--- config.mk ---
export PLATFORM = sky130hd
export DESIGN_NAME = ewc_top
export DESIGN_NICKNAME = d
export VERILOG_FILES = /design/src/verilog/ewc_pkg.sv /design/src/verilog/ewc_top.sv
export VERILOG_INCLUDE_DIRS = /design/src /design/src/verilog
export SDC_FILE = /design/constraint.sdc
export NUM_CORES = 1
export LEC_CHECK = 0
export BUFFER_PORTS_ARGS = -buffer_cell sky130_fd_sc_hd__buf_2
export CAP_MARGIN = 30
export CORE_ASPECT_RATIO = 1.1
export CORE_MARGIN = 2
export CORE_UTILIZATION = 54
export CTS_CLUSTER_SIZE = 24
export DETAILED_ROUTE_END_ITERATION = 10
export GPL_ROUTABILITY_DRIVEN = 1
export MAX_ROUTING_LAYER = met4
export PLACE_DENSITY = 0.85
export SLEW_MARGIN = 20
export SYNTH_ARGS = -nofsm -noshare
export SYNTH_HDL_FRONTEND = slang
export SYNTH_SLANG_ARGS = --single-unit
--- constraint.sdc ---
create_clock -name i_core_clk -period 3.83 [get_ports i_core_clk]
set_input_delay 0.383 -clock i_core_clk [delete_from_list [all_inputs] [get_ports i_core_clk]]
set_output_delay 0.383 -clock i_core_clk [all_outputs]
set_load 0.03 [all_outputs]
--- src/verilog/ewc_defs.svh ---
`ifndef EWC_DEFS_SVH
`define EWC_DEFS_SVH
// core clock and external memory interface clock periods
`define EWC_CORE_PERIOD_NS 5
`define EWC_EMI_PERIOD_NS  10
// core cycles per interface clock
`define EWC_EMI_CYC   (`EWC_EMI_PERIOD_NS / `EWC_CORE_PERIOD_NS)
// interface clocks that finish an access once acknowledge is high
`define EWC_ACK_TAIL  2
// extra hold clocks for write_hold_cycle set
`define EWC_HOLD_CLKS 1
// field widths
`define EWC_ADDR_W    24
`define EWC_DATA_W    16
`define EWC_WAIT_W    4
`define EWC_CNT_W     6
// mode encodings
`define EWC_MODE_WAIT 2'h1
`define EWC_MODE_ACK  2'h2
`define EWC_MODE_BOTH 2'h3
`define EWC_MODE_WBIT 0
`define EWC_MODE_ABIT 1
`endif

--- src/verilog/ewc_pkg.sv ---
`include "ewc_defs.svh"
package ewc_pkg;
	// ways of lengthening the strobe
	typedef enum logic [1:0] {
		EWC_WAIT_ONLY = `EWC_MODE_WAIT,
		EWC_ACK_ONLY  = `EWC_MODE_ACK,
		EWC_WAIT_ACK  = `EWC_MODE_BOTH
	} ewc_mode_t;
	// sequencer states, one-hot
	typedef enum logic [6:0] {
		EWC_IDLE    = 7'h01,
		EWC_SETUP   = 7'h02,
		EWC_STROBE  = 7'h04,
		EWC_ACKW    = 7'h08,
		EWC_TAIL    = 7'h10,
		EWC_RELEASE = 7'h20,
		EWC_HOLD    = 7'h40
	} ewc_state_t;
	// one write request with its settings
	typedef struct packed {
		logic [`EWC_ADDR_W-1:0] addr;
		logic [`EWC_DATA_W-1:0] data;
		logic [`EWC_WAIT_W-1:0] waits;
		ewc_mode_t              mode;
		logic                   write_hold_cycle;
	} ewc_req_t;
endpackage : ewc_pkg

--- src/verilog/ewc_top.sv ---
`timescale 1ns/100ps
`include "ewc_defs.svh"
// Behaviour
// - lengthen by programmed waits, by acknowledge, or by both.
// - acknowledge is sampled at the interface clock rising edge; low inserts waits.
// - each low acknowledge sample holds the strobe one more interface clock.
// - after acknowledge is seen high, two more interface clocks end the access.
// - strobe lasts one interface clock plus one per programmed wait state.
// - write_hold_cycle set keeps data one extra interface clock after the strobe.
// - select and address lead the strobe by half an interface clock.
// - strobe releases half an interface clock before select and address end.
// - data is driven no later than the strobe falls.
// - data is valid one clock plus wait time before the strobe rises.
module ewc_top (
	input  wire logic                   i_core_clk,
	input  wire logic                   i_rst,
	input  wire logic                   i_req_valid,
	input  wire ewc_pkg::ewc_req_t      i_req,
	input  wire logic                   i_ack,
	output logic                        o_req_ready,
	output logic                        o_done,
	output logic                        o_emi_clk,
	output logic                        o_memory_select_n,
	output logic                        o_wr_n,
	output logic [`EWC_ADDR_W-1:0]      o_addr,
	output logic [`EWC_DATA_W-1:0]      o_data,
	output logic                        o_data_oe
);
	ewc_pkg::ewc_state_t    state_reg;
	ewc_pkg::ewc_state_t    state_next;
	ewc_pkg::ewc_req_t      req_reg;
	logic [`EWC_CNT_W-1:0]  cnt_reg;
	logic [`EWC_CNT_W-1:0]  cnt_next;
	logic [`EWC_CNT_W-1:0]  strobe_len;
	logic [`EWC_CNT_W-1:0]  wr_len_reg;
	logic                   ack_meta_reg;
	logic                   ack_sync_reg;
	logic                   emi_rise;
	logic                   take;
	logic                   use_wait;
	logic                   use_ack;

	// free-running interface clock, a divider of the core clock
	always_ff @(posedge i_core_clk or posedge i_rst) begin
		if (i_rst) begin
			o_emi_clk <= 1'h0;
		end else begin
			o_emi_clk <= ~o_emi_clk;
		end
	end

	// the interface clock rises at the coming core edge
	assign emi_rise = ~o_emi_clk;

	// acknowledge comes from another chip, so two flops first;
	// the two-cycle lag can hold the strobe one more interface clock
	always_ff @(posedge i_core_clk or posedge i_rst) begin
		if (i_rst) begin
			ack_meta_reg <= 1'h1;
			ack_sync_reg <= 1'h1;
		end else begin
			ack_meta_reg <= i_ack;
			ack_sync_reg <= ack_meta_reg;
		end
	end

	assign take     = i_req_valid & state_reg[0];
	// mode bits pick waits, acknowledge or both
	assign use_wait = req_reg.mode[`EWC_MODE_WBIT];
	assign use_ack  = req_reg.mode[`EWC_MODE_ABIT];

	// strobe length in core cycles
	// ack-only mode still gives the base interface clock
	always_comb begin
		if (use_wait) begin
			strobe_len = `EWC_CNT_W'(`EWC_EMI_CYC * (1 + req_reg.waits));
		end else begin
			strobe_len = `EWC_CNT_W'(`EWC_EMI_CYC);
		end
	end

	// sequencer next state
	always_comb begin
		state_next = state_reg;
		cnt_next   = cnt_reg;
		case (state_reg)
			ewc_pkg::EWC_IDLE: begin
				if (take) begin
					state_next = ewc_pkg::EWC_SETUP;
				end
			end
			ewc_pkg::EWC_SETUP: begin
				state_next = ewc_pkg::EWC_STROBE;
				cnt_next   = strobe_len - `EWC_CNT_W'(1);
			end
			ewc_pkg::EWC_STROBE: begin
				if (cnt_reg != '0) begin
					cnt_next = cnt_reg - `EWC_CNT_W'(1);
				end else if (use_ack) begin
					state_next = ewc_pkg::EWC_ACKW;
				end else begin
					state_next = ewc_pkg::EWC_RELEASE;
				end
			end
			ewc_pkg::EWC_ACKW: begin
				// decide only on the interface clock rising edge
				// low sample stays one more interface clock
				if (emi_rise && ack_sync_reg) begin
					state_next = ewc_pkg::EWC_TAIL;
					cnt_next   = `EWC_CNT_W'(`EWC_EMI_CYC * `EWC_ACK_TAIL - 1);
				end
			end
			ewc_pkg::EWC_TAIL: begin
				// two more clocks after acknowledge high
				if (cnt_reg != '0) begin
					cnt_next = cnt_reg - `EWC_CNT_W'(1);
				end else begin
					state_next = ewc_pkg::EWC_RELEASE;
				end
			end
			ewc_pkg::EWC_RELEASE: begin
				if (req_reg.write_hold_cycle) begin
					state_next = ewc_pkg::EWC_HOLD;
					cnt_next   = `EWC_CNT_W'(`EWC_EMI_CYC * `EWC_HOLD_CLKS - 1);
				end else begin
					state_next = ewc_pkg::EWC_IDLE;
				end
			end
			ewc_pkg::EWC_HOLD: begin
				if (cnt_reg != '0) begin
					cnt_next = cnt_reg - `EWC_CNT_W'(1);
				end else begin
					state_next = ewc_pkg::EWC_IDLE;
				end
			end
			default: begin
				state_next = ewc_pkg::EWC_IDLE;
				cnt_next   = '0;
			end
		endcase
	end

	// state and counter
	always_ff @(posedge i_core_clk or posedge i_rst) begin
		if (i_rst) begin
			state_reg <= ewc_pkg::EWC_IDLE;
			cnt_reg   <= '0;
		end else begin
			state_reg <= state_next;
			cnt_reg   <= cnt_next;
		end
	end

	// request capture; settings are frozen for the whole access
	always_ff @(posedge i_core_clk or posedge i_rst) begin
		if (i_rst) begin
			req_reg <= '0;
		end else if (take) begin
			req_reg <= i_req;
		end
	end

	// pins follow the next state so they leave flops aligned with it
	always_ff @(posedge i_core_clk or posedge i_rst) begin
		if (i_rst) begin
			o_memory_select_n <= 1'h1;
			o_wr_n            <= 1'h1;
			o_data_oe         <= 1'h0;
			o_req_ready       <= 1'h0;
			o_done            <= 1'h0;
		end else begin
			// select falls in setup, one half clock before the strobe
			// select stays through release, half a clock after the strobe
			o_memory_select_n <= ~(state_next[1] | state_next[2] | state_next[3]
				| state_next[4] | state_next[5]);
			o_wr_n      <= ~(state_next[2] | state_next[3] | state_next[4]);
			o_data_oe   <= ~state_next[0];
			o_req_ready <= state_next[0];
			o_done      <= ~state_reg[0] & state_next[0];
		end
	end

	// data loaded before strobe
	// address and data follow the captured request
	always_ff @(posedge i_core_clk or posedge i_rst) begin
		if (i_rst) begin
			o_addr <= '0;
			o_data <= '0;
		end else if (take) begin
			o_addr <= i_req.addr;
			o_data <= i_req.data;
		end
	end

	// strobe low length, seen only by the checks below
	always_ff @(posedge i_core_clk or posedge i_rst) begin
		if (i_rst) begin
			wr_len_reg <= '0;
		end else begin
			wr_len_reg <= o_wr_n ? '0 : wr_len_reg + `EWC_CNT_W'(1);
		end
	end

	setup_lead_a: assert property (
		@(posedge i_core_clk) disable iff (i_rst)
		$fell(o_wr_n) |-> !$past(o_memory_select_n) && $past(o_memory_select_n, 2))
		else $error("select did not lead strobe by one cycle");

	release_lead_a: assert property (
		@(posedge i_core_clk) disable iff (i_rst)
		$rose(o_wr_n) |-> !o_memory_select_n ##1 o_memory_select_n)
		else $error("select did not trail strobe by one cycle");

	data_drive_a: assert property (
		@(posedge i_core_clk) disable iff (i_rst)
		!o_wr_n |-> o_data_oe && $past(o_data_oe))
		else $error("data not driven with strobe");

	data_valid_a: assert property (
		@(posedge i_core_clk) disable iff (i_rst)
		!o_wr_n |-> $stable(o_data) && $stable(o_addr))
		else $error("data changed under strobe");

	wait_width_a: assert property (
		@(posedge i_core_clk) disable iff (i_rst)
		$rose(o_wr_n) && !use_ack |-> wr_len_reg == strobe_len)
		else $error("strobe width wrong for wait states");

	wait_first_a: assert property (
		@(posedge i_core_clk) disable iff (i_rst)
		$rose(state_reg[3]) |-> wr_len_reg == strobe_len && !o_wr_n)
		else $error("acknowledge phase began early");

	ack_stall_a: assert property (
		@(posedge i_core_clk) disable iff (i_rst)
		state_reg[3] && emi_rise && !ack_sync_reg |=> state_reg[3] [*2])
		else $error("low acknowledge did not stall");

	ack_tail_a: assert property (
		@(posedge i_core_clk) disable iff (i_rst)
		state_reg[3] && emi_rise && ack_sync_reg |=> !o_wr_n [*4] ##1 o_wr_n)
		else $error("acknowledge tail length wrong");

	hold_on_a: assert property (
		@(posedge i_core_clk) disable iff (i_rst)
		$rose(o_wr_n) && req_reg.write_hold_cycle |-> o_data_oe [*3] ##1 !o_data_oe)
		else $error("extra hold cycle missing");

	hold_off_a: assert property (
		@(posedge i_core_clk) disable iff (i_rst)
		$rose(o_wr_n) && !req_reg.write_hold_cycle |-> o_data_oe ##1 !o_data_oe)
		else $error("data held without hold setting");

	wait_skip_a: assert property (
		@(posedge i_core_clk) disable iff (i_rst)
		state_reg[2] && cnt_reg == '0 && !use_ack |=> state_reg[5])
		else $error("wait-only access entered acknowledge phase");

	ack_enter_a: assert property (
		@(posedge i_core_clk) disable iff (i_rst)
		state_reg[2] && cnt_reg == '0 && use_ack |=> state_reg[3])
		else $error("acknowledge phase skipped");

	// decisions only at interface clock rise
	ack_edge_a: assert property (
		@(posedge i_core_clk) disable iff (i_rst)
		state_reg[3] && !emi_rise |=> state_reg[3])
		else $error("acknowledge phase left between interface clock edges");

	// strobe and select held while stalled
	stall_hold_a: assert property (
		@(posedge i_core_clk) disable iff (i_rst)
		state_reg[3] |-> !o_wr_n && !o_memory_select_n)
		else $error("strobe or select released while stalled");

	strobe_floor_a: assert property (
		@(posedge i_core_clk) disable iff (i_rst)
		$rose(o_wr_n) |-> wr_len_reg >= strobe_len)
		else $error("strobe shorter than programmed width");

	// strobe follows select by one cycle
	select_lead_a: assert property (
		@(posedge i_core_clk) disable iff (i_rst)
		$fell(o_memory_select_n) |-> o_wr_n ##1 !o_wr_n)
		else $error("strobe did not follow select by one cycle");

	addr_hold_a: assert property (
		@(posedge i_core_clk) disable iff (i_rst)
		$rose(o_memory_select_n) |-> $stable(o_addr))
		else $error("address changed as select ended");

	data_early_a: assert property (
		@(posedge i_core_clk) disable iff (i_rst)
		$fell(o_memory_select_n) |-> o_data_oe)
		else $error("data not enabled ahead of strobe");

	// data still valid at strobe release
	data_release_a: assert property (
		@(posedge i_core_clk) disable iff (i_rst)
		$rose(o_wr_n) |-> $stable(o_data))
		else $error("data changed at strobe release");

	wait_count_a: assert property (
		@(posedge i_core_clk) disable iff (i_rst)
		state_reg[2] && cnt_reg != '0 |=> state_reg[2])
		else $error("wait count cut short");

endmodule : ewc_top

==> impl_metrics.py <==
metrics = {
    "cells_and_area": {
        "final_layout_size_suffix_gt1_share_pct": 52.0,
        "stdcell_count": 423,
        "final_common_cell": "buf_2",
        "antenna_cells": 0,
        "largest_reg_flops": 24,
        "nets": 396,
        "largest-register": "o_addr",
        "final_area_sq_um": 3800,
        "area_growth_pct": 25.9,
        "final_cell_mix": "buf_2 (96), dfrtp_1 (63), mux2_2 (46), o21ai_0 (15), nor2_1 (14)",
        "reg.largest.list": "o_addr x24, o_data x16",
    },
    "detailed_routing": {
        "postRouteAntennaNets": 0,
        "wirelength_um": 6830,
        "wire_per_inst_um": 16.1,
        "dr.first_iter.drc_count": 266,
        "route.detailed.drc": 0,
        "vias_per_cell": 5.50,
        "via_count": 2325,
        "first_pass_iters": 4,
    },
    "clocking": {
        "cts_tree": "yes",
        "cts_setup_buffers": 0,
        "cts_num_sinks": 68,
        "cts-root-buf": "clkbuf_8",
        "cts_max_path_buffers": 2,
        "post_cts_resized": 0,
        "cts.htree.levels": 3,
        "clkLatencyLatePin_ns": 0.34,
        "hold_buffers": 0,
        "cts_buffers": 9,
        "clk_pin_slew_ns": 0.08,
    },
    "synthesis": {
        "synthCells": 241,
        "ys.flop_type": "dfrtp_1",
        "async_reset_ff_share_pct": 100,
        "synth_seq_area_share_pct": 56.5,
        "ys_ff_latch": 68,
        "syn-num-nets": 294,
        "ys_types": 50,
        "syn_avg_cell_area_sq_um": 12.5,
        "synth_area_sq_um": 3020,
        "synth_edf_count": 0,
        "ys_warn_count": 0,
    },
    "placed_design": {
        "dp_hpwl_um": 4720,
        "gp_congestion": 0.958,
        "dp_cells": 406,
        "placed_area_sq_um": 3580,
        "place.port_buffers": 96,
    },
    "timing": {
        "fin_skew_ns": 0.00710,
        "fin_crit_ns": 2.98,
        "fmax_mhz": 336,
        "finalHoldViolCount": 13,
        "tightest_slew_ns": 0.855,
        "setup_viol_count_final": 0,
        "slew_headroom_pct": 42.6,
        "fin_tns_setup_ns": 0,
        "rsz0062_at_grt": "no",
        "hold_ws_ns": -0.00992,
        "post-route-period-util_pct": 77.8,
        "finalMaxSlewViolations": 0,
    },
    "global_routing": {
        "grt_max_degree": 45,
        "grt_remaining_overflow": 0,
        "grt_pass1_vias": 2376,
        "grt_pass1_wl_um": 10900,
        "globalRouteTotalUtil_pct": 24.4,
        "antenna_found_initial": 0,
    },
    "power": {
        "p_leak_nw": 1.79,
        "powerDensity_nw_per_um2": 885,
        "irDropWorstVdd_uv": 567,
    },
    "worst_setup_path": {
        "startpoint_type": "flop",
        "worst-path-max-fanout": 9,
        "worst_r2r_endpoint": "cnt_reg[4]$_DFFE_PP0P_",
        "rrSetupSlack_ns": 0.85,
        "slowest_delay_ns": 0.44,
        "rr_startpoint": "state_reg[3]$_DFF_PP0_",
        "crit_required_ns": 4.06,
        "worst_path_most_repeated_cell": "nand3_1",
        "crit_type": "flop to flop",
        "cp_top_family": "simple AND/OR/NAND/NOR gates",
        "crit_arrival_ns": 3.21,
        "slowest_stage": "dfrtp_1",
        "crit_path_end_kind": "flop",
        "crit_chain": "or2_4 -> nor3_1 -> nand3_1 -> nand3_1 -> o21ai_0 -> ha_1 -> nand2_1 -> mux2i_1 -> a311o_1 -> a221o_1",
        "worst-path-buf-inv": 0,
        "worst-path-stages": 10,
        "r2r_cells": 10,
    },
    "floorplan": {
        "die_w_um": 75.3,
        "core_area_sq_um": 5400,
        "dieArea_sq_um": 6210,
        "initial_core_util_pct": 56.0,
        "rows": 28,
        "ios": 97,
        "die_y_um": 82.5,
    },
    "outcome": {
        "violations": "negative hold slack",
        "outcome": "complete, but fails checks",
    },
    "hold_path": {
        "hp-class": "primary input to asynchronous set/reset pin",
    },
    "flow_run": {
        "drv_cap": 0,
    },
}
-- cells in the mapped netlist, types with 3 or more instances --
library cell	number	share of area [%]
dfrtp_1	63	52
mux2_2	46	17
o21ai_0	15	2.5
nor2_1	14	1.7
nand2_1	13	1.6
a21oi_1	7	1.2
dfstp_2	5	4.3
inv_1	5	0.62
nand3_1	5	0.83
nor3_1	5	0.83
clkbuf_1	4	0.50
a21o_1	3	0.74
nor2b_1	3	0.62
or3_1	3	0.62
xor2_1	3	0.87
-- stage by stage --
| stage | setup slack, ns | utilization, % | hold WS [ns] | power [mW] |
|---|---|---|---|---|
| after CTS | 0.900 | 70.2 | 0.125 | 3.36 |
| after global placement | 1.16 | 65.9 | 0.346 | 2.69 |
| after global routing | 0.705 | 70.5 | 0.0290 | 3.54 |
| after floorplan | 1.32 | - | 0.345 | 2.32 |
| after detailed placement | 1.03 | 66.4 | 0.352 | 2.75 |
| final | 0.850 | 70.5 | -0.00992 | 3.37 |
-- power by group --
group	switching [mW]	total, mW	internal (mW)
logic	0.975	1.58	0.600
registers	0.186	1.19	1.01
clock network	0.284	0.601	0.317
-- area by class of cell --
type                    instances  area, sq um
repair buffers                 99          536
flip-flops and latches         68         1710
multi-input cells             160         1250
fillers                       377         1590
inverters                       5         18.8
clock inverters                 6         63.8
well taps                      75         93.8
clock buffers                  10          138
-- per-layer routing --
layer	up-vias	wire, um	GRT usage, %
met5	-	0	-
met4	0	144	11.4
met3	13	549	5.83
met2	122	3250	36.9
met1	1108	2890	31.2
li1	1082	-	-
-- worst reg2reg max path, cell delays in order (launching register included) --
cell and delay, ns:
dfrtp_1 0.44, or2_4 0.28, nor3_1 0.35, nand3_1 0.37, nand3_1 0.19, o21ai_0 0.10, ha_1 0.28, nand2_1 0.09
mux2i_1 0.10, a311o_1 0.38, a221o_1 0.29
-- worst max-delay path by stage --
stage | startpoint | to | slack [ns]
floorplan | state_reg[3]$_DFF_PP0_ | cnt_reg[4]$_DFFE_PP0P_ | 1.32
global placement | state_reg[3]$_DFF_PP0_ | cnt_reg[4]$_DFFE_PP0P_ | 1.16
detailed placement | state_reg[3]$_DFF_PP0_ | cnt_reg[4]$_DFFE_PP0P_ | 1.03
CTS | state_reg[3]$_DFF_PP0_ | cnt_reg[4]$_DFFE_PP0P_ | 0.90
global route | state_reg[3]$_DFF_PP0_ | cnt_reg[4]$_DFFE_PP0P_ | 0.71
finish | state_reg[3]$_DFF_PP0_ | cnt_reg[4]$_DFFE_PP0P_ | 0.85
-- kinds of logic (layout without fill, tap and decap cells) --
logic type	Yosys count	count (layout)	share of synthesized area, %
AND/OR/NAND/NOR	64	64	12.2
XOR/XNOR	5	5	1.45
multiplexers	47	47	17.5
buffers and inverters	13	120	2.28
adder cells (fa/ha/maj)	2	2	0.828
AO/OA/AOI/OAI	42	42	9.27
flip-flops	68	68	56.5
Power figures use the tool's default switching activity.
